**src/common/frc_defines.svh**
```systemverilog
// register map, field positions, reset values and timing for fixed_reference
`ifndef FRC_DEFINES_SVH
`define FRC_DEFINES_SVH

// byte offsets inside the slave window
`define FRC_ADDR_W 12
`define FRC_OFF_CTRL 12'h000
`define FRC_OFF_STATUS 12'h004
`define FRC_OFF_MASK 12'h008
`define FRC_OFF_INFO 12'h00c

// reference_control_reg field positions
`define FRC_BIT_REF_EN 7
`define FRC_BIT_READY 6
`define FRC_BIT_TS_EN 5
`define FRC_BIT_TS_RNG 4
`define FRC_CDA_HI 3
`define FRC_CDA_LO 2
`define FRC_ADC_HI 1
`define FRC_ADC_LO 0

// reset values and write mask (ready position is not writable)
`define FRC_CTRL_RST 8'h00
`define FRC_CTRL_WMASK 8'hbf
`define FRC_EV_W 2
`define FRC_EV_RISE 0
`define FRC_EV_FALL 1
`define FRC_STATUS_RST 2'h0
`define FRC_MASK_RST 2'h0
`define FRC_INFO_LDO 0

// gain select codes
`define FRC_GAIN_OFF 2'h0
`define FRC_GAIN_X1 2'h1
`define FRC_GAIN_X2 2'h2
`define FRC_GAIN_X4 2'h3

// stabilisation wait: time in ns, count in hclk cycles rounded up
`define FRC_CLK_NS 20
`define FRC_SETTLE_NS 25000
`define FRC_SETTLE_CYC ((`FRC_SETTLE_NS + `FRC_CLK_NS - 1) / `FRC_CLK_NS)
`define FRC_SETTLE_CW 11

`endif

```
**src/common/frc_pkg.sv**
```systemverilog
// types and gain decode shared by the fixed reference control block
`include "frc_defines.svh"
package frc_pkg;

  // one-hot gain: bit0 1x, bit1 2x, bit2 4x, all zero is off
  typedef logic [2:0] frc_gain_t;

  typedef enum logic [1:0] {
    FRC_ST_OFF,
    FRC_ST_WAIT,
    FRC_ST_READY
  } frc_settle_state_t;

  function automatic frc_gain_t frc_gain_decode(input logic [1:0] sel);
    frc_gain_t g;
    g = 3'h0;
    case (sel)
      `FRC_GAIN_X1: g = 3'h1;
      `FRC_GAIN_X2: g = 3'h2;
      `FRC_GAIN_X4: g = 3'h4;
      default: g = 3'h0;
    endcase
    return g;
  endfunction : frc_gain_decode

endpackage : frc_pkg

```
**src/rtl/frc_top.sv**
```systemverilog
// fixed reference control: ahb-lite register bank and analog control outputs
//
// Decided for this implementation: the AHB-Lite interface to the registers and the address map.
`timescale 1ns/100ps
////////////////////////////////////////////////////////////////////////////////
////////////////////////////////////////////////////////////////////////////////
`include "frc_defines.svh"
module frc_top
  import frc_pkg::*;
#(
  // set for the variant with the internal low-dropout regulator
  parameter bit LDO_VARIANT = 1'b0
)
(
  // clock and reset
  input wire logic hclk,
  input wire logic hresetn,
  // ahb-lite slave
  input wire logic hsel,
  input wire logic [31:0] haddr,
  input wire logic [1:0] htrans,
  input wire logic hwrite,
  input wire logic [2:0] hsize,
  input wire logic [31:0] hwdata,
  input wire logic hready,
  output logic [31:0] hrdata,
  output logic hreadyout,
  output logic hresp,
  // analog status from the reference: its stable indication
  input wire logic ref_stable_async,
  // reference control
  output logic reference_enable,
  output logic reference_ready,
  // temperature indicator control
  output logic temp_sense_enable,
  output logic temp_sense_range,
  // comparator/dac path gain
  output logic [1:0] cmp_dac_gain_select,
  output logic [2:0] cmp_dac_gain,
  output logic cmp_dac_out_en,
  // converter path gain
  output logic [1:0] converter_gain_select,
  output logic [2:0] converter_gain,
  output logic converter_out_en,
  // interrupt
  output logic irq
);

  ////////////////////////////////////////////////////////////////////////////
  // bus phase tracking

  logic addr_take;
  logic dph_valid_r;
  logic dph_write_r;
  logic [`FRC_ADDR_W-1:0] dph_addr_r;
  logic hreadyout_r;
  logic [31:0] hrdata_r;
  logic wr_strobe;
  logic rd_strobe;

  // register state
  logic [7:0] ctrl_r;
  logic [7:0] ctrl_nxt;
  logic [7:0] ctrl_view;
  logic ready_r;
  logic ready_nxt;
  logic settle_done;
  logic [`FRC_EV_W-1:0] status_r;
  logic [`FRC_EV_W-1:0] status_nxt;
  logic [`FRC_EV_W-1:0] mask_r;
  logic [`FRC_EV_W-1:0] events;
  logic irq_r;

  // output copies
  frc_gain_t cda_gain_r;
  frc_gain_t adc_gain_r;
  logic cda_on_r;
  logic adc_on_r;
  logic [1:0] cda_sel_nxt;
  logic [1:0] adc_sel_nxt;

  // decoded register selects and strobes
  logic sel_ctrl;
  logic sel_status;
  logic sel_mask;
  logic sel_info;
  logic wr_ctrl;
  logic wr_mask;
  logic rd_status;

  function automatic logic hit(input logic [`FRC_ADDR_W-1:0] a,
                               input logic [`FRC_ADDR_W-1:0] off);
    return a == off;
  endfunction : hit

  // the address phase is captured only while the bus is ready; during the
  // read wait state the captured phase must stay put for the read strobe
  // only htrans nonseq/seq with the bus ready open a transfer
  assign addr_take = hsel && htrans[1] && hready;

  always_ff @(posedge hclk or negedge hresetn)
  begin
    if (!hresetn)
    begin
      dph_valid_r <= 1'b0;
      dph_write_r <= 1'b0;
      dph_addr_r <= '0;
    end
    else if (hready)
    begin
      dph_valid_r <= addr_take;
      if (addr_take)
      begin
        dph_write_r <= hwrite;
        dph_addr_r <= haddr[`FRC_ADDR_W-1:0];
      end
    end
  end

  // reads take one wait state so a write just before is always seen
  always_ff @(posedge hclk or negedge hresetn)
  begin
    if (!hresetn)
      hreadyout_r <= 1'b1;
    else if (addr_take && !hwrite)
      hreadyout_r <= 1'b0;
    else
      hreadyout_r <= 1'b1;
  end

  // hsize is not checked: every access is treated as a whole word
  // writes finish with no wait state, so hwdata is used on the edge that
  // ends the data phase; reads are answered one edge later from a register
  assign wr_strobe = dph_valid_r && dph_write_r && hready;
  assign rd_strobe = dph_valid_r && !dph_write_r && !hreadyout_r;

  // decode the captured offset once; the register processes share it
  always_comb
  begin
    sel_ctrl = hit(dph_addr_r, `FRC_OFF_CTRL);
    sel_status = hit(dph_addr_r, `FRC_OFF_STATUS);
    sel_mask = hit(dph_addr_r, `FRC_OFF_MASK);
    sel_info = hit(dph_addr_r, `FRC_OFF_INFO);
  end

  assign wr_ctrl = wr_strobe && sel_ctrl;
  assign wr_mask = wr_strobe && sel_mask;
  assign rd_status = rd_strobe && sel_status;

  ////////////////////////////////////////////////////////////////////////////
  // control register

  // the ready position is masked off here and rebuilt from hardware state
  // on reads, so software can never fake a settled reference
  always_comb
  begin
    ctrl_nxt = ctrl_r;
    if (wr_ctrl)
      ctrl_nxt = hwdata[7:0] & `FRC_CTRL_WMASK;
  end

  always_ff @(posedge hclk or negedge hresetn)
  begin
    if (!hresetn)
      ctrl_r <= `FRC_CTRL_RST;
    else
      ctrl_r <= ctrl_nxt;
  end

  ////////////////////////////////////////////////////////////////////////////
  // stabilisation and ready flag

  // the tracker enforces the minimum wait and also needs the analog side to
  // report stable; a drop of stable while ready restarts the full wait, so
  // a glitching reference never shows ready for a few cycles only
  frc_settle u_settle (
    .hclk(hclk),
    .hresetn(hresetn),
    .enable(ctrl_r[`FRC_BIT_REF_EN]),
    .stable_async(ref_stable_async),
    .done(settle_done)
  );

  // on the regulator variant the flag is fixed high and never makes events
  always_comb
  begin
    if (LDO_VARIANT)
      ready_nxt = 1'b1;
    else
      ready_nxt = ctrl_r[`FRC_BIT_REF_EN] && settle_done;
  end

  always_ff @(posedge hclk or negedge hresetn)
  begin
    if (!hresetn)
      ready_r <= LDO_VARIANT;
    else
      ready_r <= ready_nxt;
  end

  // the ready position shows hardware state, never the stored bit
  always_comb
  begin
    ctrl_view = ctrl_r;
    ctrl_view[`FRC_BIT_READY] = ready_r;
  end

  ////////////////////////////////////////////////////////////////////////////
  // interrupt status, mask and line

  // events come from the next value of the flag, so the status bit and the
  // irq line move on the same edge as the flag itself
  always_comb
  begin
    events = '0;
    events[`FRC_EV_RISE] = ready_nxt && !ready_r;
    events[`FRC_EV_FALL] = !ready_nxt && ready_r;
  end

  // a read clears the status, but an event in the same cycle survives
  always_comb
  begin
    status_nxt = status_r;
    if (rd_status)
      status_nxt = '0;
    status_nxt = status_nxt | events;
  end

  always_ff @(posedge hclk or negedge hresetn)
  begin
    if (!hresetn)
      status_r <= `FRC_STATUS_RST;
    else
      status_r <= status_nxt;
  end

  always_ff @(posedge hclk or negedge hresetn)
  begin
    if (!hresetn)
      mask_r <= `FRC_MASK_RST;
    else if (wr_mask)
      mask_r <= hwdata[`FRC_EV_W-1:0];
  end

  always_ff @(posedge hclk or negedge hresetn)
  begin
    if (!hresetn)
      irq_r <= 1'b0;
    else
      irq_r <= |(status_nxt & mask_r);
  end

  ////////////////////////////////////////////////////////////////////////////
  // read data

  // unmapped offsets read as zero; the info word tells software which
  // variant it talks to, since the ready flag alone cannot show it while
  // the reference is enabled
  always_ff @(posedge hclk or negedge hresetn)
  begin
    if (!hresetn)
      hrdata_r <= 32'h0000_0000;
    else if (rd_strobe)
    begin
      if (sel_ctrl)
        hrdata_r <= {24'h00_0000, ctrl_view};
      else if (sel_status)
        hrdata_r <= {{(32-`FRC_EV_W){1'b0}}, status_r};
      else if (sel_mask)
        hrdata_r <= {{(32-`FRC_EV_W){1'b0}}, mask_r};
      else if (sel_info)
        hrdata_r <= {31'h0000_0000, LDO_VARIANT};
      else
        hrdata_r <= 32'h0000_0000;
    end
  end

  ////////////////////////////////////////////////////////////////////////////
  // decoded gain outputs; each path uses only its own field

  // pick each field from the value the register takes next, so the decoded
  // outputs change on the same edge as the stored selects
  always_comb
  begin
    cda_sel_nxt = ctrl_nxt[`FRC_CDA_HI:`FRC_CDA_LO];
    adc_sel_nxt = ctrl_nxt[`FRC_ADC_HI:`FRC_ADC_LO];
  end

  always_ff @(posedge hclk or negedge hresetn)
  begin
    if (!hresetn)
    begin
      cda_gain_r <= 3'h0;
      cda_on_r <= 1'b0;
    end
    else
    begin
      cda_gain_r <= frc_gain_decode(cda_sel_nxt);
      cda_on_r <= (cda_sel_nxt != `FRC_GAIN_OFF);
    end
  end

  always_ff @(posedge hclk or negedge hresetn)
  begin
    if (!hresetn)
    begin
      adc_gain_r <= 3'h0;
      adc_on_r <= 1'b0;
    end
    else
    begin
      adc_gain_r <= frc_gain_decode(adc_sel_nxt);
      adc_on_r <= (adc_sel_nxt != `FRC_GAIN_OFF);
    end
  end

  ////////////////////////////////////////////////////////////////////////////
  // port drive, all from flops except the tied hresp

  assign hrdata = hrdata_r;
  assign hreadyout = hreadyout_r;
  // hresp is tied: every transfer completes with an okay response
  assign hresp = 1'b0;
  assign reference_enable = ctrl_r[`FRC_BIT_REF_EN];
  assign reference_ready = ready_r;
  assign temp_sense_enable = ctrl_r[`FRC_BIT_TS_EN];
  assign temp_sense_range = ctrl_r[`FRC_BIT_TS_RNG];
  // selects are shown raw beside the decoded one-hot gain and enables
  assign cmp_dac_gain_select = ctrl_r[`FRC_CDA_HI:`FRC_CDA_LO];
  assign converter_gain_select = ctrl_r[`FRC_ADC_HI:`FRC_ADC_LO];
  assign cmp_dac_gain = cda_gain_r;
  assign cmp_dac_out_en = cda_on_r;
  assign converter_gain = adc_gain_r;
  assign converter_out_en = adc_on_r;
  assign irq = irq_r;

endmodule : frc_top

```
**src/rtl/frc_settle.sv**
```systemverilog
// stabilisation tracker: minimum wait plus the analog stable indication
`timescale 1ns/100ps
`include "frc_defines.svh"
module frc_settle
  import frc_pkg::*;
(
  // clock and reset
  input wire logic hclk,
  input wire logic hresetn,
  // control and analog status
  input wire logic enable,
  input wire logic stable_async,
  // result
  output logic done
);

  logic sync1_r;
  logic sync2_r;
  logic [`FRC_SETTLE_CW-1:0] cnt_r;
  frc_settle_state_t state_r;
  frc_settle_state_t state_nxt;

  ////////////////////////////////////////////////////////////////////////////
  // stable comes from the analog side, so it is synchronised first
  always_ff @(posedge hclk or negedge hresetn)
  begin
    if (!hresetn)
    begin
      sync1_r <= 1'b0;
      sync2_r <= 1'b0;
    end
    else
    begin
      sync1_r <= stable_async;
      sync2_r <= sync1_r;
    end
  end

  ////////////////////////////////////////////////////////////////////////////
  always_comb
  begin
    state_nxt = state_r;
    case (state_r)
      FRC_ST_OFF:
        if (enable)
          state_nxt = FRC_ST_WAIT;
      FRC_ST_WAIT:
        if (!enable)
          state_nxt = FRC_ST_OFF;
        else if (cnt_r == `FRC_SETTLE_CW'(`FRC_SETTLE_CYC - 1) && sync2_r)
          state_nxt = FRC_ST_READY;
      FRC_ST_READY:
        if (!enable)
          state_nxt = FRC_ST_OFF;
        else if (!sync2_r)
          state_nxt = FRC_ST_WAIT;
      default:
        state_nxt = FRC_ST_OFF;
    endcase
  end

  always_ff @(posedge hclk or negedge hresetn)
  begin
    if (!hresetn)
      state_r <= FRC_ST_OFF;
    else
      state_r <= state_nxt;
  end

  // counter saturates at the last cycle of the wait and restarts on reentry
  always_ff @(posedge hclk or negedge hresetn)
  begin
    if (!hresetn)
      cnt_r <= '0;
    else if (state_r != FRC_ST_WAIT)
      cnt_r <= '0;
    else if (cnt_r != `FRC_SETTLE_CW'(`FRC_SETTLE_CYC - 1))
      cnt_r <= cnt_r + `FRC_SETTLE_CW'(1);
  end

  assign done = (state_r == FRC_ST_READY);

endmodule : frc_settle

```
**config.mk**
```make
export PLATFORM = sky130hd
export DESIGN_NAME = frc_top
export DESIGN_NICKNAME = d
export VERILOG_FILES = /design/src/common/frc_pkg.sv /design/src/rtl/frc_top.sv /design/src/rtl/frc_settle.sv
export VERILOG_INCLUDE_DIRS = /design/src /design/src/common
export SDC_FILE = /design/constraint.sdc
export NUM_CORES = 1
export LEC_CHECK = 0
export BUFFER_PORTS_ARGS = -buffer_cell sky130_fd_sc_hd__buf_4
export CORE_MARGIN = 5
export CORE_UTILIZATION = 30
export DETAILED_ROUTE_END_ITERATION = 6
export PLACE_DENSITY = 0.61
export SLEW_MARGIN = 20
export SYNTH_ARGS = -nofsm -noshare
export SYNTH_HDL_FRONTEND = slang
export SYNTH_SLANG_ARGS = --single-unit
```
**constraint.sdc**
```tcl
create_clock -name hclk -period 4.67 [get_ports hclk]
set_clock_uncertainty 0.15 [all_clocks]
set_input_delay 0.2335 -clock hclk [delete_from_list [all_inputs] [get_ports hclk]]
set_output_delay 0.2335 -clock hclk [all_outputs]
set_load 0.005 [all_outputs]
```
Word level (Yosys, flattened, before mapping)
Index checks and enable logic that the tools add are counted.
{"block": "classes", "add_sub_neg": 1, "n_eq_ne": 16, "n_mux": 16, "bitwise_logic": 2, "n_reduce_logical": 27}
{"operator": "two-way mux 11 bit", "count": 2}
{"operator": "case mux 3 bit (3 select lines)", "count": 2}
{"operator": "two-way mux 2 bit", "count": 8}
{"operator": "logical AND 1 bit", "count": 14}
{"operator": "== test 12 x 3 -> 1 bit, second input constant", "count": 1}
{"operator": "== test 12 x 4 -> 1 bit, second input constant", "count": 1}
{"operator": "zero test 12 bit", "count": 1}
{"operator": "adder 11 x 1 -> 11 bit, second input constant", "count": 1}
{"operator": "== test 11 bit, second input constant", "count": 1}
{"operator": "!= test 11 bit, second input constant", "count": 1}
{"operator": "== test 2 bit, second input constant", "count": 5}
{"operator": "two-way mux 8 bit", "count": 1}
{"operator": "== test 2 x 1 -> 1 bit, second input constant", "count": 3}
{"operator": "case mux 2 bit (3 select lines)", "count": 1}
{"operator": "nonzero test 2 bit", "count": 3}
{"operator": "zero test 1 bit", "count": 5}
{"operator": "two-way mux 4 bit", "count": 1}
{"operator": "!= test 3 x 2 -> 1 bit, second input constant", "count": 1}
{"operator": "!= test 3 bit, second input constant", "count": 1}
{"operator": "AND reduction 3 bit", "count": 1}
{"operator": "bitwise AND 2 bit", "count": 1}
{"operator": "zero test 2 bit", "count": 1}
{"operator": "!= test 2 x 1 -> 1 bit, second input constant", "count": 1}
{"operator": "!= test 2 bit, second input constant", "count": 1}
{"operator": "other kinds (4)", "count": 4}
{"block": "word_totals", "ff_bits": 83, "out_inout_bits": 51, "wordCells": 81}

Depth between registers and ports, before layout
Gate-level depths: netlist of run 1.
{"block": "depth", "ltp_word": 8, "ltp_mapped": 7, "mapped_depth_nobuf": 6}

Hierarchy
From an unflattened synthesis of run 1, not the netlist that was laid out.
{"block": "unflattened", "cells_unflattened": 233, "hier_area_um2": 2803.9}
{"mod": "frc_top", "instances": 1, "cells_each": 163, "area_each_um2": 2050.7, "seq_area_each_um2": 1102.3}
{"mod": "frc_settle", "instances": 1, "cells_each": 70, "area_each_um2": 753.2, "seq_area_each_um2": 375.4}

Worst setup path after synthesis of run 1
No wires, ideal clock.
{"block": "synth_path", "path_type": "reg2reg", "from": "register u_settle.cnt_r[3]", "to": "register u_settle.state_r[1]", "setup_time_ns": 0.078, "t_arrival_ns": 1.856, "path_slack_ns": 2.587, "stages_incl_launch_ff": 6, "period_less_slack_ns": 2.083, "cell_sequence": "dfrtp_1 > or4b_1 > or4_1 > clkbuf_2 > or3_1 > a21boi_1"}
{"block": "synth_via", "elab_chain_len": 4}
{"element": "from (decl)", "line_no": "frc_settle.sv:19", "text": "logic [`FRC_SETTLE_CW-1:0] cnt_r;"}
{"element": "from (signal assigned)", "line_no": "frc_settle.sv:78", "text": "cnt_r <= cnt_r + `FRC_SETTLE_CW'(1);"}
{"element": "== test 11 bit", "line_no": "frc_settle.sv:50", "text": "else if (cnt_r == `FRC_SETTLE_CW'(`FRC_SETTLE_CYC - 1) && sync2_r)"}
{"element": "logical AND 1 bit", "line_no": "frc_settle.sv:50"}
{"element": "!= test 3 x 2 -> 1 bit (no source line)"}
{"element": "AND reduction 3 bit (no source line)"}
{"element": "to (signal assigned)", "line_no": "frc_settle.sv:67", "text": "state_r <= state_nxt;"}
{"element": "to (decl)", "line_no": "frc_settle.sv:20", "text": "frc_settle_state_t state_r;"}
Every way passes these cells.
A chain may end at the register's enable or synchronous reset.

Worst setup path in the final report of run 1
{"block": "layout_path", "from": "register dph_addr_r[1]", "to": "register ctrl_r[4]"}
{"block": "layout_via", "elab_chain_len": 2}
{"element": "from (decl)", "line_no": "frc_top.sv:55", "text": "logic [`FRC_ADDR_W-1:0] dph_addr_r;"}
{"element": "from (signal assigned)", "line_no": "frc_top.sv:115", "text": "dph_addr_r <= haddr[`FRC_ADDR_W-1:0];"}
{"element": "zero test 12 bit", "line_no": "frc_top.sv:93", "text": "return a == off;"}
{"element": "logical AND 1 bit", "line_no": "frc_top.sv:146", "text": "assign wr_ctrl = wr_strobe && sel_ctrl;"}
{"element": "to (signal assigned)", "line_no": "frc_top.sv:165", "text": "ctrl_r <= `FRC_CTRL_RST;"}
{"element": "to (signal assigned)", "line_no": "frc_top.sv:167", "text": "ctrl_r <= ctrl_nxt;"}
{"element": "to (decl)", "line_no": "frc_top.sv:62", "text": "logic [7:0] ctrl_r;"}
Every way passes these cells.

==> implementation parameters, run 1 <==
Parameter                              Value

Min path
  Min-Delay Path Class    input port to flip-flop

Clock network
  TritonCTS Sinks    59
  CTS Buffer Depth    2
  CTS tree    built
  Number of H-tree branching levels    3
  Post-CTS setup repair buffer count    0
  Clock transition at the registers of the reported paths    70 ps
  Inserted Clock Buffers    9
  Clk Tree Root Cell    sky130_fd_sc_hd__clkbuf_8
  Clock Latency Late Sink    around 330 ps

Place
  GPL Wtd Cong    0.724
  Place WS    2230 ps
  Buffers on Ports    51
  Detail Placement HPWL    3750 um

STA
  Slew HR    0.453
  Highest clock rate    around 420 MHz
  Slew Limit Fails    0
  Transition at the pin with the smallest max-transition slack    ~820 ps
  # setup viols final    0
  Final critical-path setup slack    2280 ps
  Final period demand of the worst path    2390 ps
  Period utilisation layout    0.513
  RSZ-0062 raised after global routing    false
  Number of hold violations in the final report    0
  Setup TNS    0 ps

Logic synthesis
  Sequential share of the synthesized area    0.551
  Fraction of synthesis flops using an asynchronous set or reset pin    1.00
  Count of mapped cells out of synthesis    between 200 and 250
  Share of the synthesized area in the top cell type    0.542
  Combined area of all synthesized cells    between 2000 and 3000 um2
  Flops & latches, synth    59
  Number of enable flip-flop cells after synthesis    0
  Per-instance average area after synthesis    11.7 um2
  Unique masters post-synth    38
  Top_reg_cell synth    sky130_fd_sc_hd__dfrtp_1
  Cell types with the largest area share after synthesis    sky130_fd_sc_hd__dfrtp_1 54%, sky130_fd_sc_hd__mux2_2 9.2%, sky130_fd_sc_hd__buf_4 7.0%
  Post-synthesis cell type with the largest combined area    sky130_fd_sc_hd__dfrtp_1
  Yosys Warn Count    0

Worst setup path
  Critical path launch point type    flip-flop
  Endpoint of the lowest-slack register-to-register path    ctrl_r[4]$_DFFE_PN0P_
  Required time of the critical path    4730 ps
  CP Max Fanout    15
  Cells on worst reg2reg path    4
  Critical R2R Launch    dph_addr_r[1]$_DFFE_PN0P_
  End of the critical path    ctrl_r[4]$_DFFE_PN0P_
  Classification of the worst setup path    flip-flop to flip-flop
  Worst Path Arrival    2460 ps
  Critical Path Source    dph_addr_r[1]$_DFFE_PN0P_
  Flop-to-flop setup slack    2280 ps
  Worst setup EP type    flip-flop

Flow run
  Number of violations of the max-capacitance limit    0

Global route
  All-Layer GR Usage    0.105
  Pin count of the biggest net entering global routing    60
  Antenna violations before repair    0
  Via count of the first global-routing pass    1890
  First-pass GRT wire length    9270 um
  Total congestion overflow    0

Cells and area
  Antenna fix cells    0
  NumNets Final    roughly 380
  Share of cells above drive strength 1    0.297
  Commonest non-fill, non-tap cell in the layout    sky130_fd_sc_hd__dfrtp_1
  Most frequent cells in the layout    58 x sky130_fd_sc_hd__dfrtp_1, 52 x sky130_fd_sc_hd__buf_4, 25 x sky130_fd_sc_hd__conb_1
  Layout overhead on the synthesized area    31.1%
  Filler instances    between 800 and 900

Pwr
  Leakage component of the power    1.70 nW
  Total power density per cell area    342 nW/um2
  Worst IR Drop VDD    0.217 mV

Detailed routing
  DRC    0
  Detail-routed via count per cell    4.56
  Post-DR wirelength/cell    13.0 um
  Total length of routed wires    5450 um
  Vias post-DR    1907
  Antenna-violating nets left    0
  Number of violations reported at the end of detailed-routing iteration 0    80
  Pre-antenna DRT Iters    4

Floorplanning
  Die Height    around 100 um
  Die Wd    105 um
  Die Area    10900 um2
  Core box area    8720 um2
  Boundary Pins    126
  Effective utilization at floorplan    0.307
  Number of rows in the core area    34

Outcome
  Run status    finished clean
==> worst min-delay path by stage <==
stage	cells after the start	slack, ps	startpoint	endpoint
floorplan	0	-210	hresetn	cmp_dac_gain[0]$_DFF_PN0_
global placement	0	190	u_settle.sync1_r$_DFF_PN0_	u_settle.sync2_r$_DFF_PN0_
detailed placement	0	190	u_settle.sync1_r$_DFF_PN0_	u_settle.sync2_r$_DFF_PN0_
CTS	2	3	hwdata[2]	ctrl_r[2]$_DFF_PN0_
global route	2	10	hwdata[3]	ctrl_r[3]$_DFF_PN0_
finish	2	20	hwdata[2]	ctrl_r[2]$_DFF_PN0_
==> cell families (layout without fill, tap and decap cells) <==
kind of cell             Yosys count  count (layout)  share of synthesized area
AND/OR/NAND/NOR                   62              62                      0.123
adder cells (fa/ha/maj)            2               2                    0.00934
other                              1              25                    0.00140
XOR/XNOR                           7               7                     0.0229
buffers and inverters             43              99                     0.0966
multiplexers                      30              30                      0.122
flip-flops                        59              59                      0.551
AO/OA/AOI/OAI                     26              26                     0.0728
==> metal layers <==
layer  global-route usage  share of wire  vias to the layer above
met1                0.121           0.40                      943
li1                     -              -                      896
met5                    0              0                        -
met4               0.0389          0.013                        0
met3               0.0428          0.074                        8
met2                0.175           0.52                       60
==> report_power, final <==
| group | switching, mW | leakage [nW] | internal, mW |
|---|---|---|---|
| sequential | 0.0182 | 0.787 | 0.537 |
| clock | 0.193 | 0.123 | 0.367 |
| combinational | 0.0357 | 0.795 | 0.0507 |
| total | 0.247 | 1.70 | 0.956 |
==> layout make-up <==
cell class / count / area, um2 / share of cell area
Clock buffer: 11 / 141 / 0.0402
Clock inverter: 5 / 100 / 0.0285
Inverter: 12 / 45.0 / 0.0128
Multi-Input combinational cell: 152 / 1030 / 0.294
Sequential cell: 59 / 1480 / 0.421
Tap cell: 108 / 135 / 0.0385
Timing Repair Buffer: 71 / 581 / 0.165
==> synth_stat cells, types with 2 or more instances <==
master / count
sky130_fd_sc_hd__a221o_1: 2
sky130_fd_sc_hd__dfrtp_1: 58
sky130_fd_sc_hd__inv_1: 12
sky130_fd_sc_hd__nor2_1: 13
sky130_fd_sc_hd__mux2i_1: 8
sky130_fd_sc_hd__buf_2: 2
sky130_fd_sc_hd__buf_4: 25
sky130_fd_sc_hd__nand2b_1: 10
sky130_fd_sc_hd__nor4_1: 4
sky130_fd_sc_hd__nor3_1: 4
sky130_fd_sc_hd__a22o_1: 8
sky130_fd_sc_hd__nand3b_1: 2
sky130_fd_sc_hd__mux2_2: 22
sky130_fd_sc_hd__ha_1: 2
sky130_fd_sc_hd__or3_1: 4
sky130_fd_sc_hd__nand2_1: 10
sky130_fd_sc_hd__a2bb2oi_1: 2
sky130_fd_sc_hd__xor2_1: 2
sky130_fd_sc_hd__xnor2_1: 5
sky130_fd_sc_hd__or4_1: 2
sky130_fd_sc_hd__a21oi_1: 5
sky130_fd_sc_hd__clkbuf_1: 3
sky130_fd_sc_hd__o21ai_0: 4
sky130_fd_sc_hd__nand4_1: 2
sky130_fd_sc_hd__nand3_1: 6
==> repair_timing <==
action / 4_1_cts / 5_1_grt
endpoints found under the hold margin: 77 / 0
hold buffers: 19 / 0
resized for setup: 0 / 0
endpoints found under the setup margin: 0 / 0
==> state kept, by name, indices dropped and copies added (netlist names), 2 cells and up <==
name,count
ctrl_r,7
hrdata,8
mask_r,2
dph_addr_r,12
converter_gain,3
status_r,2
cmp_dac_gain,3
u_settle.state_r,2
u_settle.cnt_r,11
==> worst max-delay path, cell delays in order, from the launching register on <==
cell and delay (ps):
sky130_fd_sc_hd__dfrtp_1 380, sky130_fd_sc_hd__nor4_1 330, sky130_fd_sc_hd__nand3_1 250, sky130_fd_sc_hd__or3_1 760, sky130_fd_sc_hd__mux2_2 400
==> stage by stage <==
stage               instance area, um2  power (mW)  utilization  hold WS, ps  cells
global placement                  3080       0.637        0.353          186    383
finish                            3510        1.20        0.403         19.0    418
global route                      3510        1.26        0.403         11.4    418
floorplan                         2770       0.613            -         -212    254
CTS                               3510        1.22        0.403         3.29    418
detailed placement                3080       0.640        0.353          187    383
(Power assumes the default switching activity.)
==> inputs of run 2 (changes only) <==
ABC_AREA = 1   (was not set)
PLACE_DENSITY = 0.62   (was 0.61)
clock period = 2.2 ns   (was 4.67 ns; I/O delays follow)
==> implementation parameters, run 2 <==
Parameter                              Value

Clock network
  CTS Buffer Depth    2 (unchanged)
  Clock transition at the registers of the reported paths    60 ps (was 70 ps)
  Clk Tree Root Cell    sky130_fd_sc_hd__clkbuf_8 (unchanged)
  Inserted Clock Buffers    9 (unchanged)
  Number of H-tree branching levels    3 (unchanged)
  CTS tree    built (unchanged)
  Count of hold-fix buffers inserted at cts    23 (was 19)
  Clock Latency Late Sink    330 ps (about the same)
  TritonCTS Sinks    59 (unchanged)
  Post-CTS setup repair buffer count    0 (unchanged)
  # resized after CTS    0 (unchanged)

STA
  Slew HR    0.509 (was 0.453)
  Slew Limit Fails    0 (unchanged)
  Final period demand of the worst path    1730 ps (was 2390 ps)
  Transition at the pin with the smallest max-transition slack    737 ps (was 821 ps)
  Setup TNS    0 ps (unchanged)
  Period utilisation layout    0.786 (was 0.513)
  RSZ-0062 raised after global routing    false (unchanged)
  Highest clock rate    579 MHz (was 418 MHz)
  # setup viols final    0 (unchanged)
  Number of hold violations in the final report    0 (unchanged)

Logic synthesis
  Leading cell type by number of instances after synthesis    sky130_fd_sc_hd__nand2_1 (was sky130_fd_sc_hd__dfrtp_1)
  Per-instance average area after synthesis    8.89 um2 (was 11.7 um2)
  Fraction of synthesis flops using an asynchronous set or reset pin    1.00 (unchanged)
  Flops & latches, synth    59 (unchanged)
  Unique masters post-synth    34 (was 38)
  Post-synthesis cell type with the largest combined area    sky130_fd_sc_hd__dfrtp_1 (unchanged)
  Top_reg_cell synth    sky130_fd_sc_hd__dfrtp_1 (unchanged)
  Yosys Warn Count    0 (unchanged)
  Share of the synthesized area in the top cell type    0.521 (was 0.542)
  Number of enable flip-flop cells after synthesis    0 (unchanged)
  Sequential share of the synthesized area    0.531 (was 0.551)
  Count of mapped cells out of synthesis    313 (was 230)
  Cell types with the largest area share after synthesis    sky130_fd_sc_hd__dfrtp_1 52%, sky130_fd_sc_hd__nand2_1 11%, sky130_fd_sc_hd__buf_4 6.7% (was sky130_fd_sc_hd__dfrtp_1 54%, sky130_fd_sc_hd__mux2_2 9.2%, sky130_fd_sc_hd__buf_4 7.0%)
  Combined area of all synthesized cells    2780 um2 (was 2680 um2)
  Most common library cells after synthesis    81 x sky130_fd_sc_hd__nand2_1, 58 x sky130_fd_sc_hd__dfrtp_1, 29 x sky130_fd_sc_hd__inv_1, 29 x sky130_fd_sc_hd__nor2_1, 25 x sky130_fd_sc_hd__buf_4 (was 58 x sky130_fd_sc_hd__dfrtp_1, 25 x sky130_fd_sc_hd__buf_4, 22 x sky130_fd_sc_hd__mux2_2, 13 x sky130_fd_sc_hd__nor2_1, 12 x sky130_fd_sc_hd__inv_1)

Cells and area
  Core Util, Final    0.394 (was 0.403)
  Most frequent cells in the layout    81 x sky130_fd_sc_hd__nand2_1, 58 x sky130_fd_sc_hd__dfrtp_1, 52 x sky130_fd_sc_hd__buf_4 (was 58 x sky130_fd_sc_hd__dfrtp_1, 52 x sky130_fd_sc_hd__buf_4, 25 x sky130_fd_sc_hd__conb_1)
  Largest reg by FF count    dph_addr_r (unchanged)
  Filler instances    912 (was 826)
  Commonest non-fill, non-tap cell in the layout    sky130_fd_sc_hd__nand2_1 (was sky130_fd_sc_hd__dfrtp_1)
  Flip-flop count of the largest register after layout    12 (unchanged)
  Footprint of the multi-input gates    1050 um2 (was 1030 um2)
  Layout overhead on the synthesized area    29.4% (was 31.1%)
  Antenna fix cells    0 (unchanged)
  Share of cells above drive strength 1    0.231 (was 0.297)
  NumNets Final    470 (was 382)
  Footprint of the flip-flops and latches    1480 um2 (unchanged)

Worst setup path
  CP Max Fanout    22 (was 15)
  End of the critical path    cmp_dac_out_en$_DFF_PN0_ (was ctrl_r[4]$_DFFE_PN0P_)
  Critical R2R Launch    dph_addr_r[1]$_DFFE_PN0P_ (unchanged)
  Endpoint of the lowest-slack register-to-register path    cmp_dac_out_en$_DFF_PN0_ (was ctrl_r[4]$_DFFE_PN0P_)
  Flop-to-flop setup slack    470 ps (was 2280 ps)
  Worst setup EP type    flip-flop (unchanged)
  Critical Path Source    dph_addr_r[1]$_DFFE_PN0P_ (unchanged)
  Classification of the worst setup path    flip-flop to flip-flop (unchanged)
  Cells on worst reg2reg path    6 (was 4)
  Required time of the critical path    2260 ps (was 4730 ps)
  Critical path launch point type    flip-flop (unchanged)
  Worst Path Arrival    1790 ps (was 2460 ps)

Detailed routing
  Total length of routed wires    5880 um (was 5450 um)
  Detail-routed via count per cell    4.29 (was 4.56)
  Vias post-DR    2184 (was 1907)
  Post-DR wirelength/cell    11.6 um (was 13.0 um)
  Highest metal layer used by the detailed router    met4 (unchanged)
  DRC    0 (unchanged)
  Pre-antenna DRT Iters    6 (was 4)
  Wire length the detailed router placed on met1    2620 um (was 2160 um)
  Wire length on met3    332 um (was 404 um)
  Detail Route met2 WL    2860 um (was 2820 um)
  Antenna-violating nets left    0 (unchanged)
  Number of violations reported at the end of detailed-routing iteration 0    56 (was 80)

Place
  GPL Wtd Cong    0.756 (was 0.724)
  Buffers on Ports    51 (unchanged)
  Detail Placement HPWL    4180 um (was 3750 um)

Floorplanning
  Number of rows in the core area    35 (was 34)
  Die Wd    106 um (was 105 um)
  Die Height    106 um (was 105 um)
  Boundary Pins    126 (unchanged)
  Effective utilization at floorplan    0.304 (was 0.307)
  Core box area    9150 um2 (was 8720 um2)
  Die Area    11300 um2 (was 10900 um2)

Pwr
  Worst IR Drop VDD    0.306 mV (was 0.217 mV)
  Total power density per cell area    743 nW/um2 (was 342 nW/um2)
  Leakage component of the power    1.87 nW (was 1.70 nW)

Global route
  Antenna violations before repair    0 (unchanged)
  Pin count of the biggest net entering global routing    60 (unchanged)
  Total congestion overflow    0 (unchanged)
  First-pass GRT wire length    10300 um (was 9270 um)
  All-Layer GR Usage    0.113 (was 0.105)
  Via count of the first global-routing pass    2144 (was 1890)

Outcome
  Run status    finished clean (unchanged)

Min path
  Min-Delay Path Class    input port to flip-flop (unchanged)

Flow run
  Number of violations of the max-capacitance limit    0 (unchanged)
run 2: cell count changes in the layout (fill, tap and decap cells not counted), sizes merged, moves of 5 or more:
cell    before  now
xnor2        5    0
nand3        6   18
inv         12   33
a22o         8    0
nand2b      10    0
nand2       10   87
o31ai        0    6
nor2        13   33
mux2i        8    0
mux2        22    2
o21ai        4   18
run 2: cells by family (layout without fill, tap and decap cells):
family                     Yosys count  in the layout  share of synthesized area
AOI/OAI and AO/OA                   35             35                     0.0822
DFF                                 59             59                      0.531
buffers and inverters               63            124                      0.124
adders and majority gates            2              2                    0.00899
and+or+nand+nor                    149            149                      0.238
xor gates and xnor gates             2              2                    0.00629
muxes                                2              2                    0.00809
other                                1             25                    0.00135
run 2: area by class of cell:
class                   instances  area share
inverters                      33      0.0344
clock inverters                 1     0.00139
clock buffers                  15      0.0518
multi-input cells             215       0.291
well taps                     111      0.0386
repair buffers                 75       0.172
flip-flops and latches         59       0.410
run 2: how the worst min path moves through the flow:
stage | start | slack (ps) | depth (start not counted) | endpoint
after floorplan | hresetn | -340 | 0 | cmp_dac_gain[0]$_DFF_PN0_
after global placement | ref_stable_async | 70 | 1 | u_settle.sync1_r$_DFF_PN0_
after detailed placement | ref_stable_async | 70 | 1 | u_settle.sync1_r$_DFF_PN0_
after CTS | htrans[1] | 40 | 4 | dph_valid_r$_DFFE_PN0P_
after global routing | htrans[1] | 90 | 4 | dph_valid_r$_DFFE_PN0P_
final | htrans[1] | 50 | 4 | dph_valid_r$_DFFE_PN0P_
run 2: report_power, final:
part / internal (mW) / switching, mW / total (mW)
logic: 0.196 / 0.280 / 0.475
clock network: 0.532 / 0.401 / 0.933
registers: 1.19 / 0.0774 / 1.27
total: 1.92 / 0.758 / 2.68
run 2: metal layers:
metal | global-route usage | vias up
li1 | - | 1101
met3 | 0.0364 | 8
met1 | 0.145 | 1024
met4 | 0.0342 | 0
met5 | 0 | -
met2 | 0.181 | 51
run 2: per-stage QoR:
step / instances / cell area (um2) / setup slack (ps) / hold WS [ps] / total power, mW
global route: 509 / 3600 / 328 / 90.7 / 2.85
finish: 509 / 3600 / 472 / 54.3 / 2.68
floorplan: 337 / 2870 / 727 / -336 / 1.60
CTS: 509 / 3600 / 429 / 44.4 / 2.71
global placement: 470 / 3180 / 456 / 72.3 / 1.72
detailed placement: 470 / 3180 / 440 / 72.1 / 1.73
run 2: critical path: stages, from the launching register on:
cell and delay (ps):
sky130_fd_sc_hd__dfrtp_1 370, sky130_fd_sc_hd__inv_2 50, sky130_fd_sc_hd__nand2_1 110, sky130_fd_sc_hd__nor2_2 260, sky130_fd_sc_hd__nand3_4 300, sky130_fd_sc_hd__o21ai_2 280
sky130_fd_sc_hd__nand2_1 80
==> inputs of run 3 (changes only) <==
PLACE_DENSITY = 0.6   (was 0.62)
clock period = 1.7 ns   (was 2.2 ns; I/O delays follow)
==> implementation parameters, run 3 (synthesis gave the netlist of run 2 again) <==
Parameter                              Value

Cells and area
  Most frequent cells in the layout    80 x sky130_fd_sc_hd__nand2_1, 58 x sky130_fd_sc_hd__dfrtp_1, 56 x sky130_fd_sc_hd__buf_4 (was 81 x sky130_fd_sc_hd__nand2_1, 58 x sky130_fd_sc_hd__dfrtp_1, 52 x sky130_fd_sc_hd__buf_4)
  Layout overhead on the synthesized area    32.1% (was 29.4%)
  Filler instances    918 (was 912)
  Commonest non-fill, non-tap cell in the layout    sky130_fd_sc_hd__nand2_1 (unchanged)
  Share of cells above drive strength 1    0.248 (was 0.231)
  NumNets Final    477 (was 470)
  Antenna fix cells    0 (unchanged)
  Largest reg by FF count    dph_addr_r (unchanged)
  Flip-flop count of the largest register after layout    12 (unchanged)

Clock network
  Number of H-tree branching levels    3 (unchanged)
  CTS Buffer Depth    2 (unchanged)
  Clock Latency Late Sink    330 ps (about the same)
  Inserted Clock Buffers    9 (unchanged)
  Clock transition at the registers of the reported paths    60 ps (about the same)
  CTS tree    built (unchanged)
  TritonCTS Sinks    59 (unchanged)
  Clk Tree Root Cell    sky130_fd_sc_hd__clkbuf_8 (unchanged)
  Post-CTS setup repair buffer count    0 (unchanged)

Pwr
  Leakage component of the power    1.89 nW (was 1.87 nW)
  Sum of internal, switching and leakage power    3.50 mW (was 2.68 mW)
  Total power density per cell area    951 nW/um2 (was 743 nW/um2)
  Worst IR Drop VDD    0.545 mV (was 0.306 mV)

Global route
  First-pass GRT wire length    10000 um (was 10300 um)
  Pin count of the biggest net entering global routing    31 (was 60)
  Total congestion overflow    0 (unchanged)
  All-Layer GR Usage    0.112 (was 0.113)
  Via count of the first global-routing pass    2116 (was 2144)
  Antenna violations before repair    0 (unchanged)

Worst setup path
  Classification of the worst setup path    flip-flop to flip-flop (unchanged)
  Worst Path Arrival    1640 ps (was 1790 ps)
  Required time of the critical path    1760 ps (was 2260 ps)
  CP Max Fanout    8 (was 22)
  Worst setup EP type    flip-flop (unchanged)
  Critical path launch point type    flip-flop (unchanged)

Place
  Buffers on Ports    51 (unchanged)
  Detail Placement HPWL    4210 um (was 4180 um)
  GPL Wtd Cong    0.775 (was 0.756)

Floorplanning
  Die Wd    106 um (unchanged)
  Core box area    9150 um2 (unchanged)
  Die Area    11300 um2 (unchanged)
  Boundary Pins    126 (unchanged)
  Effective utilization at floorplan    0.304 (unchanged)
  Number of rows in the core area    35 (unchanged)
  Die Height    106 um (unchanged)

Detailed routing
  Vias post-DR    2163 (was 2184)
  Total length of routed wires    6110 um (was 5880 um)
  Detail-routed via count per cell    4.20 (was 4.29)
  Number of violations reported at the end of detailed-routing iteration 0    91 (was 56)
  Antenna-violating nets left    0 (unchanged)
  DRC    0 (unchanged)
  Post-DR wirelength/cell    11.9 um (was 11.6 um)
  Pre-antenna DRT Iters    4 (was 6)

STA
  Highest clock rate    632 MHz (was 579 MHz)
  # setup viols final    0 (unchanged)
  Period utilisation layout    0.931 (was 0.786)
  Slew Limit Fails    0 (unchanged)
  Number of hold violations in the final report    0 (unchanged)
  Setup TNS    0 ps (unchanged)
  RSZ-0062 raised after global routing    true (was false)
  Final period demand of the worst path    1580 ps (was 1730 ps)

Min path
  Min-Delay Path Class    input port to flip-flop (unchanged)

Flow run
  Number of violations of the max-capacitance limit    0 (unchanged)

Outcome
  Run status    finished clean (unchanged)
==> run 3: cell count changes in the layout (fill, tap and decap cells not counted), sizes merged <==
cell / change
buf: +5
clkbuf: -3
bufinv: +1
clkinv: +1
dlygate4sd3: +1
nand3: +1
==> run 3: per-layer routing <==
metal	GRT usage	part of all wire	vias to the layer above
li1	-	-	1114
met1	0.145	0.45	990
met2	0.175	0.48	47
met3	0.0243	0.041	12
met4	0.0564	0.022	0
met5	0	0	-
==> run 3: worst paths after layout <==
check	slack, ps	startpoint	to	depth (start not counted)
worst max register to register	120	dph_addr_r[9]$_DFFE_PN0P_	irq$_DFF_PN0_	9
max in group asynchronous	800	hresetn	ctrl_r[1]$_DFF_PN0_	3
min in group asynchronous	90	hresetn	u_settle.cnt_r[2]$_DFFE_PN0P_	2
worst min-delay path	60	htrans[1]	dph_valid_r$_DFFE_PN0P_	4
worst min register to register	200	u_settle.sync1_r$_DFF_PN0_	u_settle.sync2_r$_DFF_PN0_	0
worst max-delay path	120	dph_addr_r[9]$_DFFE_PN0P_	irq$_DFF_PN0_	9
==> run 3: critical path, cell delays in order, from the launching register on <==
cell and delay [ps]:
sky130_fd_sc_hd__dfrtp_1 370, sky130_fd_sc_hd__nor2_1 130, sky130_fd_sc_hd__nand2_2 110, sky130_fd_sc_hd__nor2_8 170
sky130_fd_sc_hd__buf_4 170, sky130_fd_sc_hd__nand3_1 90, sky130_fd_sc_hd__nand2_1 80, sky130_fd_sc_hd__nand2_1 60
sky130_fd_sc_hd__nand2_1 60, sky130_fd_sc_hd__nand2_1 80
==> run 3: repair_timing <==
item,4_1_cts,5_1_grt
resized for setup,0,6
endpoints found under the hold margin,92,0
hold buffers,24,0
endpoints found under the setup margin,0,17
==> run 3: stage by stage <==
stage | hold WS, ps | utilization | std cells | area (um2) | setup slack (ps)
2_1_floorplan | -361 | - | 337 | 2870 | 227
3_3_place_gp | -109 | 0.353 | 475 | 3230 | 72.7
3_5_place_dp | -100 | 0.353 | 475 | 3230 | 39.8
4_1_cts | 47.9 | 0.398 | 514 | 3650 | 33.2
5_1_grt | 102 | 0.402 | 515 | 3680 | -15.3
6_report | 64.8 | 0.402 | 515 | 3680 | 117
==> run 3: area by class of cell <==
class | count | area [um2] | share of cell area
clock buffer | 12 | 135 | 0.0367
clock inverter | 3 | 40.0 | 0.0109
sequential | 59 | 1480 | 0.402
multi-input combinational | 216 | 1080 | 0.294
inverter | 33 | 124 | 0.0337
timing repair buffer | 81 | 681 | 0.185
tap | 111 | 139 | 0.0378
==> run 3: where the power goes <==
part           internal, mW  switching (mW)  total, mW  leakage, nW
Sequential             1.54          0.0998       1.64        0.760
Combinational         0.291           0.379      0.670         1.04
Clock                 0.666           0.522       1.19       0.0902
